==> config.mk <==
export PLATFORM = sky130hd
export DESIGN_NAME = kppm_top
export DESIGN_NICKNAME = d
export VERILOG_FILES = /design/src/kppm_pkg.sv /design/src/kppm_wr_if.sv /design/src/kppm_unlock_seq.sv /design/src/kppm_top.sv
export VERILOG_INCLUDE_DIRS = /design/src /design/src/src
export SDC_FILE = /design/constraint.sdc
export NUM_CORES = 1
export LEC_CHECK = 0
export BUFFER_PORTS_ARGS = -buffer_cell sky130_fd_sc_hd__clkbuf_2
export CAP_MARGIN = 40
export CORE_UTILIZATION = 37
export DETAILED_ROUTE_END_ITERATION = 12
export GPL_ROUTABILITY_DRIVEN = 0
export PLACE_DENSITY = 0.8
export SYNTH_ARGS = -nofsm -noshare
export SYNTH_HDL_FRONTEND = slang
export SYNTH_HIERARCHICAL = 1
export SYNTH_SLANG_ARGS = --single-unit
==> constraint.sdc <==
create_clock -name clk_in -period 2.1 [get_ports clk_in]
set_input_delay 0.21 -clock clk_in [delete_from_list [all_inputs] [get_ports clk_in]]
set_output_delay 0.21 -clock clk_in [all_outputs]
set_load 0.1 [all_outputs]
==> src/kppm_defines.svh <==
// Constants for the key-protected pin function selector.
// Assumes an Avalon-MM slave with 32-bit data and byte addresses.
// Behaviour
// Change needs key one, value, key two.
// Key two must be the next write.
// Readable 8-bit function register, reset zero.
// Software writes zeros into bits 7:2.
// Bit 1 picks SPI (0) or I2C (1).
// Serial choice only acts while bit 0 clear.
// Bit 0 picks analog inputs or digital I/O.
// Broken sequences leave the register unchanged.
`ifndef KPPM_DEFINES_SVH
`define KPPM_DEFINES_SVH
`define KPPM_ADDR_W 32
`define KPPM_KEY_FIRST_ADDR 32'hffff_0464
`define KPPM_FUNC_ADDR 32'hffff_0468
`define KPPM_KEY_SECOND_ADDR 32'hffff_046c
`define KPPM_KEY_FIRST_VAL 16'h0007
`define KPPM_KEY_SECOND_VAL 16'h0013
`define KPPM_FUNC_RESET 8'h00
`define KPPM_ANALOG_BIT 0
`define KPPM_SERIAL_BIT 1
`define KPPM_UNMAPPED_READ 32'h0000_0000
`endif

==> src/kppm_pkg.sv <==
// Types for the key-protected pin function selector.
// Assumes kppm_defines.svh is compiled alongside.
package kppm_pkg;
    typedef enum logic [1:0] {
        KPPM_ROUTE_GPIO,
        KPPM_ROUTE_ANALOG,
        KPPM_ROUTE_SPI,
        KPPM_ROUTE_I2C
    } kppm_route_t;
    typedef enum logic [1:0] {
        KPPM_SEQ_IDLE,
        KPPM_SEQ_KEYED,
        KPPM_SEQ_VALUE
    } kppm_seq_t;
endpackage

==> src/kppm_wr_if.sv <==
// Carries one decoded register write from the bus slave to the unlock sequencer.
// Assumes a single clock domain.
`timescale 1ns/100ps
`default_nettype none
interface kppm_wr_if;
    logic wr_stb;
    logic hit_key_first;
    logic hit_func;
    logic hit_key_second;
    logic [15:0] wdata;
    logic commit;
    modport bus (output wr_stb, output hit_key_first, output hit_func,
        output hit_key_second, output wdata, input commit);
    modport seq (input wr_stb, input hit_key_first, input hit_func,
        input hit_key_second, input wdata, output commit);
endinterface
`default_nettype wire

==> src/kppm_unlock_seq.sv <==
// Unlock sequencer: watches every bus write and signals a committed value.
// Assumes one pulse on wr_stb per accepted bus write.
`timescale 1ns/100ps
`default_nettype none
`include "kppm_defines.svh"
module kppm_unlock_seq (
    input wire logic clk_in,
    input wire logic srst_in,
    input wire logic ce_in,
    kppm_wr_if.seq wr
);
    kppm_pkg::kppm_seq_t state_r;
    kppm_pkg::kppm_seq_t state_nxt;
    wire key1_ok = wr.hit_key_first && (wr.wdata == `KPPM_KEY_FIRST_VAL);
    wire key2_ok = wr.hit_key_second && (wr.wdata == `KPPM_KEY_SECOND_VAL);
    // Any other write in between breaks the sequence, save a valid first key, which restarts it
    always_comb begin
        state_nxt = state_r;
        if (wr.wr_stb) begin
            unique case (state_r)
                kppm_pkg::KPPM_SEQ_IDLE:
                    state_nxt = key1_ok ? kppm_pkg::KPPM_SEQ_KEYED : kppm_pkg::KPPM_SEQ_IDLE;
                kppm_pkg::KPPM_SEQ_KEYED: begin
                    if (wr.hit_func)
                        state_nxt = kppm_pkg::KPPM_SEQ_VALUE;
                    else if (key1_ok)
                        state_nxt = kppm_pkg::KPPM_SEQ_KEYED;
                    else
                        state_nxt = kppm_pkg::KPPM_SEQ_IDLE;
                end
                kppm_pkg::KPPM_SEQ_VALUE:
                    state_nxt = key1_ok ? kppm_pkg::KPPM_SEQ_KEYED : kppm_pkg::KPPM_SEQ_IDLE;
                default:
                    state_nxt = kppm_pkg::KPPM_SEQ_IDLE;
            endcase
        end
    end
    // Value only commits on the second key
    assign wr.commit = wr.wr_stb && key2_ok && (state_r == kppm_pkg::KPPM_SEQ_VALUE);
    always_ff @(posedge clk_in) begin
        if (srst_in)
            state_r <= kppm_pkg::KPPM_SEQ_IDLE;
        else if (ce_in)
            state_r <= state_nxt;
    end
endmodule
`default_nettype wire

==> src/kppm_top.sv <==
// Key-protected function selector for the four lowest port 0 pins.
// Assumes an Avalon-MM master on clk_in; one wait state per access.
`timescale 1ns/100ps
`default_nettype none
`include "kppm_defines.svh"
module kppm_top (
    input wire logic clk_in,
    input wire logic srst_in,
    input wire logic ce_in,
    input wire logic [31:0] avs_address_in,
    input wire logic avs_read_in,
    input wire logic avs_write_in,
    input wire logic [31:0] avs_writedata_in,
    input wire logic [3:0] avs_byteenable_in,
    output logic [31:0] avs_readdata_out,
    output logic avs_waitrequest_out,
    output logic [7:0] port0_low_pin_function_out,
    output logic analog_input_choice_out,
    output logic serial_protocol_choice_out,
    output logic route_gpio_out,
    output logic route_analog_out,
    output logic route_spi_out,
    output logic route_i2c_out
);
    kppm_wr_if wr();
    logic [7:0] func_r;
    logic [7:0] staged_r;
    logic [31:0] rdata_r;
    logic wait_done_r;
    logic [7:0] func_nxt;
    kppm_pkg::kppm_route_t route;
    kppm_pkg::kppm_route_t route_nxt;
    logic [1:0] wait_cnt_r;

    // Plain address compare, shared by the three register decodes
    function automatic logic kppm_hit(input logic [31:0] addr, input logic [31:0] target);
        kppm_hit = (addr == target);
    endfunction

    // Analog wins over serial; the serial choice only matters with bit 0 clear
    function automatic kppm_pkg::kppm_route_t kppm_route_of(input logic [7:0] func);
        kppm_route_of = kppm_pkg::KPPM_ROUTE_SPI;
        if (func[`KPPM_ANALOG_BIT])
            kppm_route_of = kppm_pkg::KPPM_ROUTE_ANALOG;
        else if (func[`KPPM_SERIAL_BIT])
            kppm_route_of = kppm_pkg::KPPM_ROUTE_I2C;
    endfunction

    // Waitrequest drops for one cycle after each request; access done on that edge
    wire req = avs_read_in || avs_write_in;
    wire accept = ce_in && req && wait_done_r;
    wire hit_key1 = kppm_hit(avs_address_in, `KPPM_KEY_FIRST_ADDR);
    wire hit_func = kppm_hit(avs_address_in, `KPPM_FUNC_ADDR);
    wire hit_key2 = kppm_hit(avs_address_in, `KPPM_KEY_SECOND_ADDR);
    // Keys need both low byte lanes to carry a full 16-bit key
    wire key_lanes = &avs_byteenable_in[1:0];
    assign wr.wr_stb = accept && avs_write_in;
    assign wr.hit_key_first = hit_key1 && key_lanes;
    assign wr.hit_func = hit_func;
    assign wr.hit_key_second = hit_key2 && key_lanes;
    assign wr.wdata = avs_writedata_in[15:0];
    // Only the function register reads back; keys are write only
    wire [31:0] rd_mux = hit_func ? {24'h00_0000, func_r} : `KPPM_UNMAPPED_READ;
    // Reserved bits are stored as written; zero is software's job
    wire [7:0] staged_nxt = avs_byteenable_in[0] ? avs_writedata_in[7:0] : staged_r;
    assign func_nxt = wr.commit ? staged_r : func_r;
    // Analog wins; serial choice only matters when bit 0 is clear
    assign route = kppm_route_of(func_r);
    assign route_nxt = kppm_route_of(func_nxt);
    wire digital_nxt = (route_nxt != kppm_pkg::KPPM_ROUTE_ANALOG);
    wire spi_nxt = (route_nxt == kppm_pkg::KPPM_ROUTE_SPI);
    wire i2c_nxt = (route_nxt == kppm_pkg::KPPM_ROUTE_I2C);

    kppm_unlock_seq u_seq (
        .clk_in(clk_in),
        .srst_in(srst_in),
        .ce_in(ce_in),
        .wr(wr.seq)
    );
    always_ff @(posedge clk_in) begin
        if (srst_in) begin
            wait_done_r <= 1'b0;
            avs_waitrequest_out <= 1'b1;
            rdata_r <= 32'h0000_0000;
        end else if (ce_in) begin
            wait_done_r <= req && !wait_done_r;
            avs_waitrequest_out <= !(req && !wait_done_r);
            rdata_r <= rd_mux;
        end
    end
    assign avs_readdata_out = rdata_r;

    // Cycles a request has waited; the slave should never stall past one
    wire [1:0] wait_cnt_nxt = (req && avs_waitrequest_out) ? wait_cnt_r + 2'h1 : 2'h0;
    always_ff @(posedge clk_in) begin
        if (srst_in)
            wait_cnt_r <= 2'h0;
        else if (ce_in)
            wait_cnt_r <= wait_cnt_nxt;
    end

    // Staged value is held back until the second key arrives
    always_ff @(posedge clk_in) begin
        if (srst_in)
            staged_r <= `KPPM_FUNC_RESET;
        else if (ce_in && wr.wr_stb && hit_func)
            staged_r <= staged_nxt;
    end
    always_ff @(posedge clk_in) begin
        if (srst_in)
            func_r <= `KPPM_FUNC_RESET;
        else if (ce_in)
            func_r <= func_nxt;
    end
    always_ff @(posedge clk_in) begin
        if (srst_in) begin
            port0_low_pin_function_out <= `KPPM_FUNC_RESET;
            analog_input_choice_out <= 1'b0;
            serial_protocol_choice_out <= 1'b0;
            route_gpio_out <= 1'b1;
            route_analog_out <= 1'b0;
            route_spi_out <= 1'b1; // Zero function selects SPI, so no glitch after reset
            route_i2c_out <= 1'b0;
        end else if (ce_in) begin
            port0_low_pin_function_out <= func_nxt;
            analog_input_choice_out <= func_nxt[`KPPM_ANALOG_BIT];
            serial_protocol_choice_out <= func_nxt[`KPPM_SERIAL_BIT];
            route_gpio_out <= digital_nxt;
            route_analog_out <= !digital_nxt;
            route_spi_out <= spi_nxt;
            route_i2c_out <= i2c_nxt;
        end
    end
endmodule
`default_nettype wire

==> Word level (Yosys, flattened, before mapping) <==
Cells that the tools add are included.
{ "word_totals": {"register_bits": 58, "input_bits": 73, "output_inout_bits": 47} }
{ "classes": {"n_eq_ne": 10, "mux": 7, "reduce_logical": 22} }
{ "ops": {"columns": ["cell", "n"], "rows": [
  ["32-bit == test, second input constant", 3],
  ["16-bit by 3-bit == test with 1-bit output, second input constant", 1],
  ["16-bit by 5-bit == test with 1-bit output, second input constant", 1],
  ["8-bit two-way mux", 2],
  ["1-bit logical AND", 12],
  ["2-bit AND reduction", 4],
  ["2-bit == test, second input constant", 3],
  ["2-bit two-way mux", 2],
  ["2-bit case mux with 2 select lines", 1],
  ["1-bit logical NOT", 3],
  ["2-bit by 1-bit == test with 1-bit output, second input constant", 1],
  ["2-bit logical NOT", 1],
  ["1-bit two-way mux", 2],
  ["2-bit by 1-bit inequality test with 1-bit output, second input constant", 1],
  ["2-bit OR reduction", 1],
  ["1-bit logical OR", 1]
]} }

==> Logic depth before layout (Yosys ltp) <==
Gate-level depths: netlist (run 1).
{ "depth": {"word_depth": 11, "mapped_depth": 11, "mapped_depth_nobuf": 10} }

==> Hierarchy <==
The synthesis (run 1) kept the hierarchy.
{ "by_module_without_submodules": {"columns": ["mod", "n_inst", "cells_per_inst", "area_each_um2"], "rows": [
  ["kppm_top", 1, 178, 1565.3],
  ["kppm_unlock_seq", 1, 20, 167.7]
]} }

==> Worst setup path before layout (run 1) <==
No wires, ideal clock.
{ "synth_path": {"kind": "input to register", "startpoint": "in avs_address_in[1]", "endpoint": "reg port0_low_pin_function_out[0]", "setup_ns": 0.117, "t_arrival_ns": 2.104, "t_required_ns": 1.983, "slack_ns": -0.121, "stages": 10, "cell_sequence": "nand4b_2 > nor4_4 > nand4_1 > nor3_1 > nand3_1 > nor2_1 > clkbuf_1 > mux2i_1 > a21oi_1 > o21a_1"} }
{ "synth_between": {"elab_chain_cells": 6} }
{ "synth_lines": {"columns": ["item", "line_no", "text"], "rows": [
  ["start: declaration", "kppm_top.sv:10", "input wire logic [31:0] avs_address_in,"],
  ["32-bit == test", "kppm_top.sv:37", "kppm_hit = (addr == target);"],
  ["1-bit logical AND", "kppm_top.sv:60", "assign wr.hit_key_second = hit_key2 && key_lanes;"],
  ["named net wr.hit_key_second", "kppm_wr_if.sv:9", "logic hit_key_second;"],
  ["1-bit logical AND", "kppm_unlock_seq.sv:15", "wire key2_ok = wr.hit_key_second && (wr.wdata == `KPPM_KEY_SECOND_VAL);"],
  ["1-bit logical AND (2 in series)", "kppm_unlock_seq.sv:39", "assign wr.commit = wr.wr_stb && key2_ok && (state_r == kppm_pkg::KPPM_SEQ_VALUE);"],
  ["named net wr.commit", "kppm_wr_if.sv:11", "logic commit;"],
  ["8-bit two-way mux", "kppm_top.sv:66", "assign func_nxt = wr.commit ? staged_r : func_r;"],
  ["end signal: assignment", "kppm_top.sv:117", "port0_low_pin_function_out <= `KPPM_FUNC_RESET;"],
  ["end signal: assignment", "kppm_top.sv:125", "port0_low_pin_function_out <= func_nxt;"],
  ["end: declaration", "kppm_top.sv:17", "output logic [7:0] port0_low_pin_function_out,"]
]} }
The timed path passes the listed nets, and every way through them passes these cells. The select of a mux whose other input is x is not followed.
A chain may end at the register's enable or synchronous reset.

==> Worst setup path in the final report (run 1) <==
{ "layout_path": {"startpoint": "in avs_address_in[7]", "endpoint": "reg port0_low_pin_function_out[0]"} }
The elaborated chain is that of the path after synthesis.

==> results of run 1 <==
## how the worst min path moves through the flow
stage,from,endpoint,cells after the start
5_1_grt,avs_writedata_in[6],staged_r[6],3
3_3_place_gp,avs_readdata_out[7],avs_readdata_out[7],2
2_1_floorplan,srst_in,u_seq/state_r[1],1
6_report,avs_writedata_in[5],staged_r[5],3
4_1_cts,avs_writedata_in[5],staged_r[5],3
3_5_place_dp,avs_readdata_out[6],avs_readdata_out[6],2
## power by group
part,internal [mW],total [mW],switching [mW],leakage (nW)
Sequential,0.594,0.598,0.00425,0.251
Combinational,0.0570,0.347,0.290,0.621
Clock,0.299,0.515,0.216,0.0515
Total,0.950,1.46,0.511,0.923
## state kept, by name, indices dropped and copies added, names as in the netlist
register and flops:
avs_readdata_out 8, staged_r 8, port0_low_pin_function_out 7, u_seq/state_r 2, avs_waitrequest_out 1, route_gpio_out 1, route_i2c_out 1, route_spi_out 1
serial_protocol_choice_out 1, wait_done_r 1
## synthesized netlist by cell type, drive strengths merged, types with 2 or more instances
library cell	number
inv	3
buf	32
nand2	20
nand3	8
nor4b	2
dfxtp	31
and4bb	3
nand4	23
nor2	6
or3	2
o21ai	3
nor3	3
a21oi	26
o31ai	9
mux2i	3
nor4	3
nor3b	2
clkbuf	7
## layer usage
layer / up-vias / track usage, % / wire [um]
met5: - / 0 / 0
met4: 0 / 6.00 / 61
met3: 6 / 5.05 / 366
met2: 94 / 27.6 / 1840
met1: 721 / 19.3 / 1690
li1: 823 / - / -
## final cells by class
cell class,instances,area [um2],area share (%)
clock buffer,8,100,4.73
inverter,3,11.3,0.532
multi-input combinational,148,882,41.7
sequential,31,621,29.3
tap,52,65.1,3.07
timing repair buffer,84,438,20.7
## logic make-up (layout without fill, tap and decap cells)
family                 count (synthesis)  in the layout  synth area share (%)
AO/OA/AOI/OAI                         41             41                  13.9
buffers and inverters                 42             95                  18.3
flip-flops                            31             31                  35.8
multiplexers                           3              3                  1.73
other                                  1             24                 0.216
AND/OR/NAND/NOR                       80             80                  30.1
## per-stage QoR
step | utilization (%) | hold WS [ns]
3_5_place_dp | 45.7 | 0.457
6_report | 48.0 | 0.188
5_1_grt | 48.0 | 0.204
4_1_cts | 48.0 | 0.178
2_1_floorplan | - | 0.279
3_3_place_gp | 45.7 | 0.440
## worst min-delay path: cells and delay by family
kind	cells	cell delay [ns]
AOI/OAI and AO/OA	1	0.06
buffers and inverters	1	0.09
and+or+nand+nor	1	0.07
## layout by cell type, fill, tap and decap left out, types with 6 or more instances in the layout
master | Yosys | final
a21oi_1 | 26 | 26
buf_4 | 28 | 7
clkbuf_2 | 0 | 77
clkbuf_8 | 3 | 7
conb_1 | 1 | 24
dfxtp_1 | 31 | 31
nand2_1 | 19 | 19
nand3_1 | 8 | 8
nand4_1 | 21 | 21
nor2_1 | 6 | 6
o31ai_1 | 8 | 8
==> flow_summary.toml, run 1 <==
[placement]
placed_area_um2 = 2020
dpl.cell_count = 318
hpwl_mm = 3.07
place_ws_ns = -0.0946
numPortBuffers = 77

[final_layout]
antennaDiodeCount = 0
stdcell_count = 326
drive_gt1_share_pct = 38.7
fin_area_um2 = 2120
fill_cells = 434
layout.nets = 346
area_delta_synth_final_pct = 22.2

[run]
max_cap_violations = 0

[worst_setup_path]
startpoint = "avs_address_in[7]"
worst-path-stages = 11
crit_fanout = 3
endpoint_kind = "flop"
crit_family = "simple AND/OR/NAND/NOR gates"
path_class = "in2reg"
start_kind = "input port"
slowest_stage = "and4bb_2"
reg2reg_from = "wait_done_r"
crit_chain = "clkbuf_2 -> and4bb_2 -> nor3b_1 -> nand4_1 -> nor3_1 -> nand3_1 -> nor2_1 -> buf_4 -> mux2i_1 -> a21oi_1 -> o21a_1"
reg2regPathDepth = 8
rrSetupSlack_ns = 0.22
cp.required_ns = 2.28
critPathMaxStageDelay_ns = 0.29
r2r-end = "port0_low_pin_function_out[0]"
cp-endpoint = "port0_low_pin_function_out[0]"
cp.arrival_ns = 2.08
critPathBufInv = 2

[synth]
synth-edff-count = 0
ys_seq_area_share_pct = 35.8
async_flop_share_pct = 0
synth_seq_cells = 31
netlist_instances = 198
ys_warn_count = 6
ys_types = 37
syn_area_um2 = 1730
yosys.area.top_type = "dfxtp_1"
synth_flop_cell = "dfxtp_1"
avgSynthCellArea_um2 = 8.75
synth.top_cell.area_share_pct = 35.8
synthTopCellsByArea = "dfxtp_1, buf_4, nand4_1"

[sta]
tightest_slew_ns = 0.609
rsz0062_at_grt = "no"
setup_viol_count_final = 0
fin_skew_ns = 0.00217
finalHoldViolCount = 0
slew_headroom_pct = 59.4
period_minus_slack_ns = 1.89
finalCritPeriodShare_pct = 90.1
maxClockFrequency_mhz = 529
slew_violations = 0
layout_setup_ws_ns = 0.208
fin_setup_tns_ns = 0

[floorplan]
fp.dieW_um = 70.4
rows = 24
core_region_area_um2 = 4410
die_area_um2 = 4960
die_h_um = 70.4
initial_core_util_pct = 39.3
num_io_pins = 120

[global_route]
grt_overflow_total = 0
grt_max_degree = 32
grt_use_total_pct = 16.4
grt_pass1_vias = 1395
antenna_found_initial = 0
grt_pass1_wl_mm = 6.38

[power]
ir_drop_uv = 235
power_density_nw_per_um2 = 690
p_leak_nw = 0.923
power.total_mw = 1.46

[worst_hold_path]
min_path_type = "in2reg"

[status]
status = "complete, no violations"

[cts]
cts_hold_buf = 0
clock_path_buffers = 2
clock_latency_ns = 0.29
cts.repair.resized = 0
cts_sinks = 31
cts_tree = "done"
cts.clk_slew.worst_paths_ns = 0.06
cts_root_buf = "clkbuf_8"
cts_buffers = 5
cts_setup_buffers = 0
h-tree-depth = 2

[drt]
drc = 0
firstDrtPassIters = 4
drtIter0Drc = 108
ant_nets = 0
vias = 1644
wl_per_cell_um = 12.1
routed_wl_mm = 3.96
via_per_inst = 5.04
No activity file was read; power rests on OpenSTA's default activity.
==> run 2, diff against run 1 <==
GPL_ROUTABILITY_DRIVEN = unset   (was 0)
PLACE_DENSITY = unset   (was 0.8)
PLACE_DENSITY_LB_ADDON = 0.15   (was unset)
==> flow_summary.toml, run 2 (same netlist as run 1, synthesis figures left out) <==
[status]
status = "complete, no violations"

[cts]
cts_setup_buffers = 0
cts.clk_slew.worst_paths_ns = 0.06
clock_path_buffers = 2
cts_tree = "done"
cts_buffers = 5
cts_sinks = 31
h-tree-depth = 2
cts_root_buf = "clkbuf_8"
cts.repair.resized = 0
cts_hold_buf = 0
clock_latency_ns = 0.27

[drt]
drc = 0
ant_nets = 0
vias = 1669
firstDrtPassIters = 4
wl_per_cell_um = 11.9
drtIter0Drc = 59
routed_wl_mm = 3.92
via_per_inst = 5.06

[placement]
numPortBuffers = 77
globalplace.congestion = 0.745
place_ws_ns = -0.0563
dpl.cell_count = 322
hpwl_mm = 3.05

[sta]
maxClockFrequency_mhz = 498
slew_headroom_pct = 56.7
setup_viol_count_final = 0
finalHoldViolCount = 0
layout_setup_ws_ns = 0.0937
fin_setup_tns_ns = 0
period_minus_slack_ns = 2.01
rsz0062_at_grt = "no"
fin_skew_ns = 0.00436
tightest_slew_ns = 0.649
timing.hold.ws_ns = 0.183
finalCritPeriodShare_pct = 95.5
slew_violations = 0

[worst_setup_path]
crit_chain = "and3_2 -> nor4b_2 -> nand4_1 -> nor2_1 -> buf_4 -> mux2i_1 -> a21oi_1 -> o21a_1"
start_kind = "flop"
cp.arrival_ns = 2.18
critPathMaxStageDelay_ns = 0.34
path_class = "reg2reg"
cp.required_ns = 2.28
slowest_stage = "dfxtp_1"
endpoint_kind = "flop"
crit_fanout = 4

[final_layout]
drive_gt1_share_pct = 39.6
fill_cells = 461
layout_common_cells = "clkbuf_2, dfxtp_1, a21oi_1, conb_1, nand4_1"
layout_commonest_cell = "clkbuf_2"
stdcell_count = 330
area_delta_synth_final_pct = 23.9
antennaDiodeCount = 0
multi_input_area_um2 = 882
seq_area_um2 = 621
layout.nets = 350

[worst_hold_path]
min_path_type = "in2reg"

[global_route]
antenna_found_initial = 0
grt_pass1_wl_mm = 6.33
grt_max_degree = 32
grt_use_total_pct = 16.1
grt_overflow_total = 0
grt_pass1_vias = 1398

[floorplan]
core_region_area_um2 = 4410
fp.dieW_um = 70.4
num_io_pins = 120
initial_core_util_pct = 39.3
die_h_um = 70.4
die_area_um2 = 4960
rows = 24

[power]
pwr-share-clk_pct = 34.7
p_int_uw = 951
power.total_mw = 1.45
p_seq_share_pct = 41.2
ir_drop_uv = 223
p_leak_nw = 0.940
power_density_nw_per_um2 = 676
switching_share_pct = 34.5
p_switching_uw = 501
combPwrFrac_pct = 24.1

[run]
max_cap_violations = 0
-- run 2: cell types whose count changed in the layout (fill, tap and decap cells not counted) --
cell,before,now
buf_4,7,11
-- run 2: power by group through the flow --
| stage | sequential (mW) | combinational [mW] | clock, mW |
|---|---|---|---|
| 6_report | 0.598 | 0.350 | 0.505 |
| 5_1_grt | 0.599 | 0.364 | 0.546 |
| 4_1_cts | 0.598 | 0.351 | 0.517 |
| 3_5_place_dp | 0.611 | 0.351 | 0 |
| 3_3_place_gp | 0.611 | 0.349 | 0 |
| 2_1_floorplan | 0.642 | 0.286 | 0 |
-- run 2: routing by layer --
layer  up-vias  GRT usage, %  share of wire, %
met4         0          6.67               1.6
met1       744          20.1                43
li1        834             -                 -
met2        84          26.1                46
met5         -             0                 0
met3         7          4.33               9.1
-- run 2: stage by stage --
stage | area, um2 | util [%]
detailed placement | 2050 | 46.4
global route | 2150 | 48.6
global placement | 2050 | 46.4
floorplan | 1820 | -
finish | 2150 | 48.6
CTS | 2150 | 48.6
-- run 2: final timing paths --
kind	from	end	slack, ns	depth (start not counted)
max	wait_done_r	port0_low_pin_function_out[0]	0.09	8
min	avs_writedata_in[5]	staged_r[5]	0.18	3
max reg2reg	wait_done_r	port0_low_pin_function_out[0]	0.09	8
min reg2reg	avs_readdata_out[7]	avs_readdata_out[7]	0.45	2
-- run 2: critical path, delay by kind of cell, from the launching register on --
kind | cells | cell delay, ns
flops | 1 | 0.34
compound gates | 2 | 0.26
buf+inv | 1 | 0.15
simple gates | 4 | 0.86
mux | 1 | 0.29
-- run 2: final cells by class --
| class | instances | area share, % |
|---|---|---|
| clock buffers | 8 | 4.66 |
| inverters | 3 | 0.524 |
| multi-input cells | 148 | 41.1 |
| flip-flops and latches | 31 | 28.9 |
| well taps | 52 | 3.03 |
| repair buffers | 88 | 21.8 |
